**config.mk**
```make
export PLATFORM = sky130hd
export DESIGN_NAME = dac_update_ctrl
export DESIGN_NICKNAME = d
export VERILOG_FILES = /design/src/verilog/dac_update_pkg.sv /design/src/verilog/frame_receiver.sv /design/src/verilog/dac_update_ctrl.sv
export SDC_FILE = /design/constraint.sdc
export NUM_CORES = 1
export LEC_CHECK = 0
export BUFFER_PORTS_ARGS = -buffer_cell sky130_fd_sc_hd__buf_2
export CAP_MARGIN = 20
export CORE_MARGIN = 2
export CORE_UTILIZATION = 30
export DETAILED_ROUTE_END_ITERATION = 10
export PLACE_DENSITY_LB_ADDON = 0.12
export SLEW_MARGIN = 20
export SYNTH_ARGS = -nofsm -noshare
export SYNTH_HDL_FRONTEND = slang
export SYNTH_SLANG_ARGS = --single-unit
```
**constraint.sdc**
```tcl
create_clock -name clk -period 2.6 [get_ports clk]
set_input_delay 0.13 -clock clk [delete_from_list [all_inputs] [get_ports clk]]
set_output_delay 0.13 -clock clk [all_outputs]
set_load 0.03 [all_outputs]
```
**src/verilog/dac_update_pkg.sv**
```systemverilog
package dac_update_pkg;
    // frame layout
    localparam int FRAME_W = 16;
    localparam int CNT_W = 4;
    localparam logic [3:0] CNT_LAST = 4'hF;
    localparam int TYPE_BIT = 15;
    localparam int MODE_HI = 14;
    localparam int MODE_LO = 13;
    localparam int ADDR_HI = 14;
    localparam int ADDR_LO = 12;
    localparam int DATA_HI = 11;
    localparam int FULL_RESET_BIT = 12;
    localparam int OPT_HI = 1;
    localparam int OPT_LO = 0;
    localparam int CFG_HI = 5;
    localparam int PD_HI = 7;
    // channel count and code width
    localparam int CH_N = 8;
    localparam int DATA_W = 12;

    typedef enum logic [1:0] {
        mode_refgain = 2'h0,
        mode_strobe = 2'h1,
        mode_pwrdn = 2'h2,
        mode_reset = 2'h3
    } mode_type;

    typedef enum logic [1:0] {
        opt_continuous = 2'h0,
        opt_latched = 2'h1,
        opt_single = 2'h2,
        opt_reserved = 2'h3
    } strobe_opt_type;

    // index 1 is the upper quad, index 0 the lower quad
    typedef struct packed {
        logic [1:0] gain;
        logic [1:0] buffered;
        logic [1:0] supply;
    } ref_cfg_type;

    typedef struct packed {
        logic sclk;
        logic sync_n;
        logic din;
        logic strobe_n;
    } serial_pins_type;

    typedef struct packed {
        logic done;
        logic [FRAME_W-1:0] word;
    } frame_type;

    // power-on values
    localparam strobe_opt_type OPT_RESET = opt_latched;
    localparam ref_cfg_type REF_CFG_RESET = 6'h00;
    localparam logic [7:0] PWRDN_RESET = 8'h00;
    localparam logic [31:0] CTRL_RESET = 32'h00000001;

    // register map, byte addresses
    localparam int APB_AW = 8;
    localparam logic [7:0] ADDR_CTRL = 8'h00;
    localparam logic [7:0] ADDR_STATUS = 8'h04;
    localparam logic [2:0] PAGE_DAC = 3'h1;
    localparam logic [2:0] PAGE_INPUT = 3'h2;
    localparam int CTRL_ENABLE_BIT = 0;
    localparam int ST_OPT_LO = 0;
    localparam int ST_ACT_LO = 2;
    localparam int ST_PEND_LO = 8;
    localparam int ST_CFG_DIRTY = 14;
    localparam int ST_IFACE_ON = 15;
    localparam int ST_PWRDN_LO = 16;
    localparam int ST_DIRTY_LO = 24;
endpackage : dac_update_pkg

```
**src/verilog/frame_receiver.sv**
```systemverilog
// pin synchroniser, frame select gating and 16-bit shifter
module frame_receiver (
    input wire logic clk,
    input wire logic nrst,
    input wire dac_update_pkg::serial_pins_type pins,
    output dac_update_pkg::frame_type frame,
    output logic strobe_low,
    output logic iface_on
);
    typedef enum logic [1:0] {
        st_idle = 2'b00,
        st_shift = 2'b01,
        st_wait = 2'b11
    } rx_state_type;

    dac_update_pkg::serial_pins_type meta_ff, sync_ff, prev_ff;
    rx_state_type state_ff;
    logic [dac_update_pkg::CNT_W-1:0] cnt_ff;
    logic [dac_update_pkg::FRAME_W-1:0] shift_ff;
    dac_update_pkg::frame_type frame_ff;
    logic strobe_low_ff, iface_on_ff;
    logic sclk_fall, sel_fall, sel_rise, last_bit;

    // two stages before any logic looks at a pin
    always_ff @(posedge clk or negedge nrst) begin
        if (!nrst) begin
            meta_ff <= 4'hF;
            sync_ff <= 4'hF;
            prev_ff <= 4'hF;
        end else begin
            meta_ff <= pins;
            sync_ff <= meta_ff;
            prev_ff <= sync_ff;
        end
    end

    // edges of the sampled link clock and frame select
    assign sclk_fall = prev_ff.sclk & ~sync_ff.sclk;
    assign sel_fall = prev_ff.sync_n & ~sync_ff.sync_n;
    assign sel_rise = ~prev_ff.sync_n & sync_ff.sync_n;
    assign last_bit = (state_ff == st_shift) && sclk_fall && (cnt_ff == dac_update_pkg::CNT_LAST);

    // frame sequence; edges past the sixteenth are ignored
    always_ff @(posedge clk or negedge nrst) begin
        if (!nrst) begin
            state_ff <= st_idle;
        end else begin
            case (state_ff)
                st_idle: if (sel_fall) state_ff <= st_shift;
                st_shift: begin
                    if (sel_rise) begin
                        state_ff <= st_idle;
                    end else if (last_bit) begin
                        state_ff <= st_wait;
                    end
                end
                st_wait: if (sel_rise) state_ff <= st_idle;
                default: state_ff <= st_idle;
            endcase
        end
    end

    // shifting only while the front end is on, msb first
    always_ff @(posedge clk or negedge nrst) begin
        if (!nrst) begin
            cnt_ff <= '0;
            shift_ff <= '0;
        end else if (state_ff == st_idle) begin
            cnt_ff <= '0;
        end else if (state_ff == st_shift && sclk_fall) begin
            cnt_ff <= cnt_ff + 4'h1;
            shift_ff <= {shift_ff[dac_update_pkg::FRAME_W-2:0], sync_ff.din};
        end
    end

    // completed word; an abort in the same sample wins
    always_ff @(posedge clk or negedge nrst) begin
        if (!nrst) begin
            frame_ff <= '0;
        end else begin
            frame_ff.done <= last_bit & ~sel_rise;
            if (last_bit) begin
                frame_ff.word <= {shift_ff[dac_update_pkg::FRAME_W-2:0], sync_ff.din};
            end
        end
    end

    // strobe pin level and front-end status
    always_ff @(posedge clk or negedge nrst) begin
        if (!nrst) begin
            strobe_low_ff <= 1'b0;
            iface_on_ff <= 1'b0;
        end else begin
            strobe_low_ff <= ~sync_ff.strobe_n;
            iface_on_ff <= (state_ff != st_idle);
        end
    end

    assign frame = frame_ff;
    assign strobe_low = strobe_low_ff;
    assign iface_on = iface_on_ff;

    abort_no_frame_a: assert property (
        @(posedge clk) disable iff (!nrst)
        (state_ff == st_shift && sel_rise) |=> !frame_ff.done
    ) else $error("aborted frame produced a word");

    frame_after_last_a: assert property (
        @(posedge clk) disable iff (!nrst)
        frame_ff.done |-> $past(cnt_ff) == dac_update_pkg::CNT_LAST && state_ff == st_wait
    ) else $error("word completed without sixteen clock edges");

    idle_gated_a: assert property (
        @(posedge clk) disable iff (!nrst)
        (state_ff == st_idle && !sel_fall) |=> $stable(shift_ff) && state_ff == st_idle
    ) else $error("shifter moved while frame select was high");
endmodule : frame_receiver

```
**src/verilog/dac_update_ctrl.sv**
```systemverilog
// Overview of operation
// - control mode 01 sets strobe option
// - option 00 keeps strobe always asserted
// - latched option 01 after power-on
// - option 10 gives one strobe pulse
// - control mode 10 is power-down command
// - set bits power channels down
// - data reset clears input and dac registers
// - full reset also restores strobe option, reference and power-down
// - front end on only inside frame
// - reference settings double-buffered like data
// - synchronous update right after sixteenth edge
// - strobe pin held low copies input registers
// - valid write loads addressed input register
// - latched option and high pin hold
// - option 00 or low pin transparent
// - copy only channels written since update
// - data sampled on falling clock edges
// - early select rise aborts frame
// - bit 15 selects data or control
// - bits 14 to 12 address channel
// - supply reference overrides buffer and gain
//
// The address map and register access over APB were chosen for this implementation.
module dac_update_ctrl #(
    parameter int CH_N = dac_update_pkg::CH_N,
    parameter int DATA_W = dac_update_pkg::DATA_W
) (
    input wire logic clk,
    input wire logic nrst,
    input wire dac_update_pkg::serial_pins_type pins,
    input wire logic psel,
    input wire logic penable,
    input wire logic pwrite,
    input wire logic [dac_update_pkg::APB_AW-1:0] paddr,
    input wire logic [31:0] pwdata,
    output logic [31:0] prdata,
    output logic pready,
    output logic pslverr,
    output logic [CH_N-1:0][DATA_W-1:0] dac_code,
    output dac_update_pkg::ref_cfg_type ref_cfg,
    output logic [CH_N-1:0] pwrdn,
    output logic iface_on
);
    dac_update_pkg::frame_type frame;
    logic strobe_low;
    logic [15:0] word;
    logic fr_ok, is_ctrl, do_strobe, do_pd, do_reset, do_full, do_refgain, load_now;
    dac_update_pkg::mode_type mode;
    dac_update_pkg::strobe_opt_type new_opt;
    dac_update_pkg::strobe_opt_type opt_ff;
    dac_update_pkg::ref_cfg_type pend_cfg_ff, act_cfg_ff, eff_cfg;
    logic single_ff, cfg_dirty_ff;
    logic [CH_N-1:0] pwrdn_ff;
    logic [DATA_W-1:0] in_ff [CH_N];
    logic [DATA_W-1:0] dac_ff [CH_N];
    logic dirty_ff [CH_N];
    logic [CH_N-1:0] dirty_vec;
    logic [31:0] ctrl_ff, prdata_ff, rd_data;
    logic pready_ff, pslverr_ff, rd_hit, apb_take, apb_done;

    frame_receiver u_rx (
        .clk(clk),
        .nrst(nrst),
        .pins(pins),
        .frame(frame),
        .strobe_low(strobe_low),
        .iface_on(iface_on)
    );

    // frame decode; frames are dropped while software disables the link
    assign word = frame.word;
    assign fr_ok = frame.done & ctrl_ff[dac_update_pkg::CTRL_ENABLE_BIT];
    assign is_ctrl = word[dac_update_pkg::TYPE_BIT];
    assign mode = dac_update_pkg::mode_type'(word[dac_update_pkg::MODE_HI:dac_update_pkg::MODE_LO]);
    assign new_opt = dac_update_pkg::strobe_opt_type'(word[dac_update_pkg::OPT_HI:dac_update_pkg::OPT_LO]);
    assign do_refgain = fr_ok & is_ctrl & (mode == dac_update_pkg::mode_refgain);
    assign do_strobe = fr_ok & is_ctrl & (mode == dac_update_pkg::mode_strobe) &
                       (new_opt != dac_update_pkg::opt_reserved);
    assign do_pd = fr_ok & is_ctrl & (mode == dac_update_pkg::mode_pwrdn);
    assign do_reset = fr_ok & is_ctrl & (mode == dac_update_pkg::mode_reset);
    assign do_full = do_reset & word[dac_update_pkg::FULL_RESET_BIT];

    // the strobe: continuous option, a low pin, or the one-shot pulse
    assign load_now = (opt_ff == dac_update_pkg::opt_continuous) | strobe_low | single_ff;

    // supply reference forces unbuffered, unity gain
    always_comb begin
        eff_cfg = pend_cfg_ff;
        eff_cfg.gain = pend_cfg_ff.gain & ~pend_cfg_ff.supply;
        eff_cfg.buffered = pend_cfg_ff.buffered & ~pend_cfg_ff.supply;
    end

    // strobe option and single-update pulse
    always_ff @(posedge clk or negedge nrst) begin
        if (!nrst) begin
            opt_ff <= dac_update_pkg::OPT_RESET;
            single_ff <= 1'b0;
        end else if (do_full) begin
            opt_ff <= dac_update_pkg::OPT_RESET;
            single_ff <= 1'b0;
        end else if (do_strobe) begin
            single_ff <= (new_opt == dac_update_pkg::opt_single);
            // a single update behaves as latched once its pulse is out
            opt_ff <= (new_opt == dac_update_pkg::opt_single) ? dac_update_pkg::opt_latched : new_opt;
        end else begin
            single_ff <= 1'b0;
        end
    end

    // pending and active reference settings
    always_ff @(posedge clk or negedge nrst) begin
        if (!nrst) begin
            pend_cfg_ff <= dac_update_pkg::REF_CFG_RESET;
            act_cfg_ff <= dac_update_pkg::REF_CFG_RESET;
            cfg_dirty_ff <= 1'b0;
        end else if (do_full) begin
            pend_cfg_ff <= dac_update_pkg::REF_CFG_RESET;
            act_cfg_ff <= dac_update_pkg::REF_CFG_RESET;
            cfg_dirty_ff <= 1'b0;
        end else begin
            if (load_now && cfg_dirty_ff) begin
                act_cfg_ff <= eff_cfg;
            end
            if (do_refgain) begin
                pend_cfg_ff <= word[dac_update_pkg::CFG_HI:0];
            end
            // a new setting arriving with the transfer stays pending
            cfg_dirty_ff <= do_refgain | (cfg_dirty_ff & ~load_now);
        end
    end

    // per-channel power state
    always_ff @(posedge clk or negedge nrst) begin
        if (!nrst) begin
            pwrdn_ff <= dac_update_pkg::PWRDN_RESET;
        end else if (do_full) begin
            pwrdn_ff <= dac_update_pkg::PWRDN_RESET;
        end else if (do_pd) begin
            pwrdn_ff <= word[CH_N-1:0];
        end
    end

    // input and dac registers, one pair per channel
    for (genvar i = 0; i < CH_N; i++) begin : g_ch
        logic wr_ch;
        logic copy;
        assign wr_ch = fr_ok & ~is_ctrl &
                       (word[dac_update_pkg::ADDR_HI:dac_update_pkg::ADDR_LO] == 3'(i));
        assign copy = load_now & dirty_ff[i];
        always_ff @(posedge clk or negedge nrst) begin
            if (!nrst) begin
                in_ff[i] <= '0;
                dac_ff[i] <= '0;
                dirty_ff[i] <= 1'b0;
            end else if (do_reset) begin
                in_ff[i] <= '0;
                dac_ff[i] <= '0;
                dirty_ff[i] <= 1'b0;
            end else begin
                if (wr_ch) begin
                    in_ff[i] <= word[dac_update_pkg::DATA_HI -: DATA_W];
                end
                if (copy) begin
                    dac_ff[i] <= in_ff[i];
                end
                // a write in the copy cycle keeps the channel pending
                dirty_ff[i] <= wr_ch | (dirty_ff[i] & ~copy);
            end
        end
        assign dac_code[i] = dac_ff[i];
        assign dirty_vec[i] = dirty_ff[i];
    end

    // apb read decode; unaligned or unmapped addresses answer with an error
    always_comb begin
        rd_data = 32'h00000000;
        rd_hit = 1'b1;
        if (paddr[1:0] != 2'h0) begin
            rd_hit = 1'b0;
        end else if (paddr == dac_update_pkg::ADDR_CTRL) begin
            rd_data = ctrl_ff;
        end else if (paddr == dac_update_pkg::ADDR_STATUS) begin
            rd_data[dac_update_pkg::ST_OPT_LO +: 2] = opt_ff;
            rd_data[dac_update_pkg::ST_ACT_LO +: 6] = act_cfg_ff;
            rd_data[dac_update_pkg::ST_PEND_LO +: 6] = pend_cfg_ff;
            rd_data[dac_update_pkg::ST_CFG_DIRTY] = cfg_dirty_ff;
            rd_data[dac_update_pkg::ST_IFACE_ON] = iface_on;
            rd_data[dac_update_pkg::ST_PWRDN_LO +: CH_N] = pwrdn_ff;
            rd_data[dac_update_pkg::ST_DIRTY_LO +: CH_N] = dirty_vec;
        end else if (paddr[7:5] == dac_update_pkg::PAGE_DAC) begin
            rd_data[DATA_W-1:0] = dac_ff[paddr[4:2]];
        end else if (paddr[7:5] == dac_update_pkg::PAGE_INPUT) begin
            rd_data[DATA_W-1:0] = in_ff[paddr[4:2]];
        end else begin
            rd_hit = 1'b0;
        end
    end

    // one wait state: pready rises in the second access cycle
    assign apb_take = psel & penable & ~pready_ff;
    assign apb_done = psel & penable & pready_ff;

    always_ff @(posedge clk or negedge nrst) begin
        if (!nrst) begin
            pready_ff <= 1'b0;
            pslverr_ff <= 1'b0;
            prdata_ff <= 32'h00000000;
        end else begin
            pready_ff <= apb_take;
            pslverr_ff <= apb_take & ~rd_hit;
            prdata_ff <= (apb_take && !pwrite) ? rd_data : 32'h00000000;
        end
    end

    // control register written at the completing edge only
    always_ff @(posedge clk or negedge nrst) begin
        if (!nrst) begin
            ctrl_ff <= dac_update_pkg::CTRL_RESET;
        end else if (apb_done && pwrite && paddr == dac_update_pkg::ADDR_CTRL) begin
            ctrl_ff <= {31'h00000000, pwdata[dac_update_pkg::CTRL_ENABLE_BIT]};
        end
    end

    assign prdata = prdata_ff;
    assign pready = pready_ff;
    assign pslverr = pslverr_ff;
    assign ref_cfg = act_cfg_ff;
    assign pwrdn = pwrdn_ff;

    power_on_opt_a: assert property (
        @(posedge clk) disable iff (!nrst)
        $rose(nrst) |-> opt_ff == dac_update_pkg::opt_latched && !single_ff
    ) else $error("strobe option not latched after reset");

    reserved_ignored_a: assert property (
        @(posedge clk) disable iff (!nrst)
        (fr_ok && is_ctrl && mode == dac_update_pkg::mode_strobe &&
         new_opt == dac_update_pkg::opt_reserved) |=> $stable(opt_ff) && !single_ff
    ) else $error("reserved strobe option changed state");

    single_once_a: assert property (
        @(posedge clk) disable iff (!nrst)
        single_ff |=> !single_ff && opt_ff == dac_update_pkg::opt_latched
    ) else $error("single update pulse longer than one cycle");

    cont_follow_a: assert property (
        @(posedge clk) disable iff (!nrst)
        (opt_ff == dac_update_pkg::opt_continuous && dirty_ff[0] && !fr_ok)
        |=> dac_ff[0] == $past(in_ff[0]) && !dirty_ff[0]
    ) else $error("continuous option did not pass input through");

    latch_hold_a: assert property (
        @(posedge clk) disable iff (!nrst)
        (opt_ff == dac_update_pkg::opt_latched && !strobe_low && !single_ff && !fr_ok)
        |=> $stable(dac_ff[1]) && $stable(act_cfg_ff)
    ) else $error("latched dac register changed");

    skip_clean_a: assert property (
        @(posedge clk) disable iff (!nrst)
        (load_now && !dirty_ff[2] && !fr_ok) |=> $stable(dac_ff[2])
    ) else $error("unchanged channel was reloaded");

    write_input_a: assert property (
        @(posedge clk) disable iff (!nrst)
        (fr_ok && !is_ctrl && word[14:12] == 3'h3)
        |=> in_ff[3] == $past(word[dac_update_pkg::DATA_HI -: DATA_W]) && dirty_ff[3]
    ) else $error("data frame did not load its input register");

    pd_apply_a: assert property (
        @(posedge clk) disable iff (!nrst)
        do_pd |=> pwrdn == $past(word[CH_N-1:0])
    ) else $error("power-down bits not applied");

    data_reset_a: assert property (
        @(posedge clk) disable iff (!nrst)
        (do_reset && !do_full) |=> in_ff[4] == '0 && dac_ff[4] == '0 && $stable(opt_ff)
            && $stable(pwrdn_ff)
    ) else $error("data reset wrong");

    full_reset_a: assert property (
        @(posedge clk) disable iff (!nrst)
        do_full |=> opt_ff == dac_update_pkg::OPT_RESET && pwrdn_ff == dac_update_pkg::PWRDN_RESET
            && act_cfg_ff == dac_update_pkg::REF_CFG_RESET && dac_ff[5] == '0
    ) else $error("full reset left control state");

    supply_override_a: assert property (
        @(posedge clk) disable iff (!nrst)
        (act_cfg_ff.supply & (act_cfg_ff.gain | act_cfg_ff.buffered)) == 2'h0
    ) else $error("supply reference with gain or buffer active");

    sync_update_a: assert property (
        @(posedge clk) disable iff (!nrst)
        (fr_ok && !is_ctrl && word[14:12] == 3'h7 && opt_ff == dac_update_pkg::opt_continuous)
        |-> ##2 dac_ff[7] == $past(word[dac_update_pkg::DATA_HI -: DATA_W], 2)
    ) else $error("continuous write did not reach the dac register");

    pin_copy_a: assert property (
        @(posedge clk) disable iff (!nrst)
        (strobe_low && dirty_ff[6] && !fr_ok) |=> dac_ff[6] == $past(in_ff[6]) && !dirty_ff[6]
    ) else $error("low strobe pin did not copy a written channel");

    // one wait state, and pready never stands for two cycles
    apb_one_wait_a: assert property (
        @(posedge clk) disable iff (!nrst)
        (psel && penable && !pready_ff) |=> pready_ff ##1 !pready_ff
    ) else $error("apb answer not exactly one wait state");
endmodule : dac_update_ctrl

```
==> impl_metrics.json <==
{
  "final-max-slew-violation-count": 0,
  "finish.cell_count_without_fillers": 1931,
  "rsz0062_at_grt": "false",
  "total_leakage_power_nw": 9.08,
  "worst-endpoint-required_ps": 2970,
  "combined_area_of_the_multi_input_logic_cells_mm2": 0.00557,
  "period_share_pct": 74.8,
  "tritoncts.num_buffers": 37,
  "arrival_ps": 2320,
  "clock-sinks": 309,
  "yosysSeqAreaShare_pct": 56.3,
  "grt_pass1_vias": 9835,
  "fin_skew_ps": 25.2,
  "average_size_of_a_mapped_cell_um2": 12.1,
  "initial_utilization_pct": 30.3,
  "async_set_or_reset_register_ratio_after_synthesis_pct": 100,
  "post_placement_setup_slack_ps": 525,
  "detail_route.iter0.violations": 764,
  "num_rows": 78,
  "most_common_cell_after_layout_fill_and_taps_aside": "dfrtp_1",
  "total_wire_length_after_detailed_routing_um": 45200,
  "critPathBufInv": 2,
  "final_layout_size_suffix_gt1_share_pct": 29.2,
  "numPlacedInstances": 1855,
  "syn_inst": 1135,
  "cts_htree_levels": 2,
  "detailed_router_iteration_count_before_antenna_repair": 5,
  "synth_flop_cell": "dfrtp_1",
  "cts_root_buffer": "clkbuf_16",
  "antenna_left": 0,
  "largest_net_degree_at_the_start_of_global_routing": 116,
  "nets_in_the_synthesized_netlist": 1185,
  "start_kind": "flip-flop",
  "crit_path_frequent_cell": "buf_4",
  "yosys-top-cells-area": "dfrtp_1, mux2i_1, mux4_2, nor2_1, mux2_2",
  "final_period_minus_worst_setup_slack_ps": 1950,
  "yosys_register_bits": 309,
  "cp-end-kind": "flip-flop",
  "grtUsageTotal_pct": 19.2,
  "critPathMaxStageDelay_ps": 600,
  "num-fill-cells": 4480,
  "antenna_violations_before_repair": 3,
  "final.setup.worst_slack_ps": 654,
  "die_width_um": 218,
  "postCtsSetupRepairBufs": 0,
  "rr_startpoint": "ctrl_ff[0]",
  "place.gp.congestion": 0.788,
  "design.core.area_mm2": 0.0454,
  "worst_path_dominant_cell_family": "flip-flops",
  "syn_area_mm2": 0.0138,
  "cp-startpoint": "ctrl_ff[0]",
  "detail_route.drc_violations": 0,
  "synth_enable_flop_cells": 0,
  "die_area_mm2": 0.0476,
  "clk_transition_reported_paths_ps": 60,
  "finalSetupViolCount": 0,
  "synth.lib_cells_used.distinct": 55,
  "power_density_mw_per_mm2": 628,
  "area_growth_pct": 21.4,
  "final_cell_mix": "dfrtp_1, nor2_1, mux2i_1",
  "grt_overflow": 0,
  "clockBufferDepth": 3,
  "crit_chain": "nor4bb_2, buf_4, and3_1, buf_4, mux2i_1, nor2_1",
  "yosysWarningCount": 0,
  "vias_per_cell": 4.96,
  "estimated_wirelength_of_the_detail_placed_design_um": 30600,
  "wire_per_inst_um": 23.4,
  "hold_violations": 0,
  "vdd_ir_drop_max_mv": 0.398,
  "antenna-diode-count": 0,
  "synthDominantCellAreaShare_pct": 54.0,
  "design.portCount": 194,
  "maxClockFrequency_ghz": 0.514,
  "hold_path.class": "primary input to flip-flop",
  "run_status": "completed",
  "fin_setup_tns_ps": 0,
  "die_y_um": 218,
  "most_area_hungry_cell_type_in_the_yosys_netlist": "dfrtp_1",
  "clock_latency_ps": 540,
  "tritoncts": "yes",
  "critPathMaxFanout": 13,
  "grt_pass1_wl_um": 67200,
  "portBuffers": 162,
  "routed-via-count": 9569,
  "finalNetCount": 1353,
  "path_class": "flip-flop to flip-flop",
  "crit_slowest_cell": "dfstp_2",
  "worst_pin_slew_ps": 734,
  "sequential_cell_area_mm2": 0.00775,
  "cap_viol_max_count": 0,
  "timing.hold.worst.start": "paddr[0]",
  "slew-limit-headroom_pct": 50.9
}
==> power breakdown <==
part / leakage, nW / switching (mW) / internal (mW)
registers: 4.25 / 0.0629 / 4.90
clock network: 0.589 / 2.07 / 3.06
logic: 4.23 / 0.237 / 0.159
total: 9.08 / 2.37 / 8.12
==> worst paths after layout <==
kind | end | slack, ps | cells after the start
worst max-delay path | in_ff[50] | 650 | 6
worst min-delay path | prdata[9] | 80 | 5
worst max register to register | in_ff[50] | 650 | 6
worst min register to register | u_rx.sync_ff[3] | 350 | 0
max in group asynchronous | opt_ff[0] | 1570 | 3
min in group asynchronous | u_rx.frame[2] | 170 | 2
==> registers in the layout (all words and copies together), names as in the netlist, 2 cells and up <==
signal,cells
u_rx.state_ff,2
u_rx.prev_ff,2
ref_cfg,6
prdata,32
dac_code,96
u_rx.cnt_ff,4
u_rx.sync_ff,4
u_rx.shift_ff,15
pend_cfg_ff,4
opt_ff,2
u_rx.frame,17
in_ff,96
dirty_ff,8
eff_cfg,2
u_rx.meta_ff,4
pwrdn,8
==> cell usage after synthesis, drive strengths merged, types with 3 or more instances <==
cell type  instances
dfrtp            297
nor2             177
mux2i            173
nand2             81
a21oi             59
clkbuf            54
mux4              48
mux2              41
buf               37
o21ai             30
and3              24
inv               14
nand3             13
dfstp             12
nor3              12
a221o              8
nand2b             5
nand4              5
a211oi             4
a22oi              4
o22ai              4
or3b               4
nor3b              3
nor4               3
or2                3
==> kinds of logic (layout without fill, tap and decap cells) <==
| group | Yosys count | after routing | share of synthesized area [%] |
|---|---|---|---|
| and+or+nand+nor | 343 | 343 | 11.5 |
| buffers and inverters | 105 | 301 | 3.53 |
| DFF | 309 | 309 | 56.3 |
| xor gates and xnor gates | 1 | 1 | 0.0636 |
| muxes | 262 | 262 | 23.8 |
| adders and majority gates | 1 | 1 | 0.0909 |
| AOI/OAI and AO/OA | 114 | 114 | 4.77 |
==> tightest hold or removal path, delay by kind of cell <==
kind	cells	cell delay (ps)
buffers and inverters	2	260
AO/OA/AOI/OAI	2	120
AND/OR/NAND/NOR	1	70
==> timing repair <==
action                    CTS  global route
hold buffers                9             0
hold endpoints to repair   65             0
gates resized for setup     0             0
==> routing by layer <==
layer,GRT usage (%),vias to the layer above,share of wire (%)
met1,27.1,4933,47
met4,5.19,0,2.3
met2,30.6,246,47
met5,0,-,0
li1,-,4328,-
met3,2.80,62,4.2
==> metrics by stage <==
stage | util, % | total power [mW] | area, um^2 | hold slack (ps)
after floorplan | - | 5.22 | 13800 | -166
after global placement | 34.0 | 5.45 | 15400 | 150
after detailed placement | 34.0 | 5.45 | 15400 | 153
after CTS | 36.8 | 10.6 | 16700 | 54.6
after global routing | 36.8 | 10.9 | 16700 | 88.9
final | 36.8 | 10.5 | 16700 | 75.3
==> final cells by class <==
class                           instances  share of cell area (%)
Clock inverter                          8                   0.434
Timing Repair Buffer                  220                    8.34
Tap cell                              600                    4.49
Sequential cell                       309                    46.4
Clock buffer                           59                    6.71
Inverter                               14                   0.314
Multi-Input combinational cell        721                    33.3
Power figures use the tool's default switching activity.
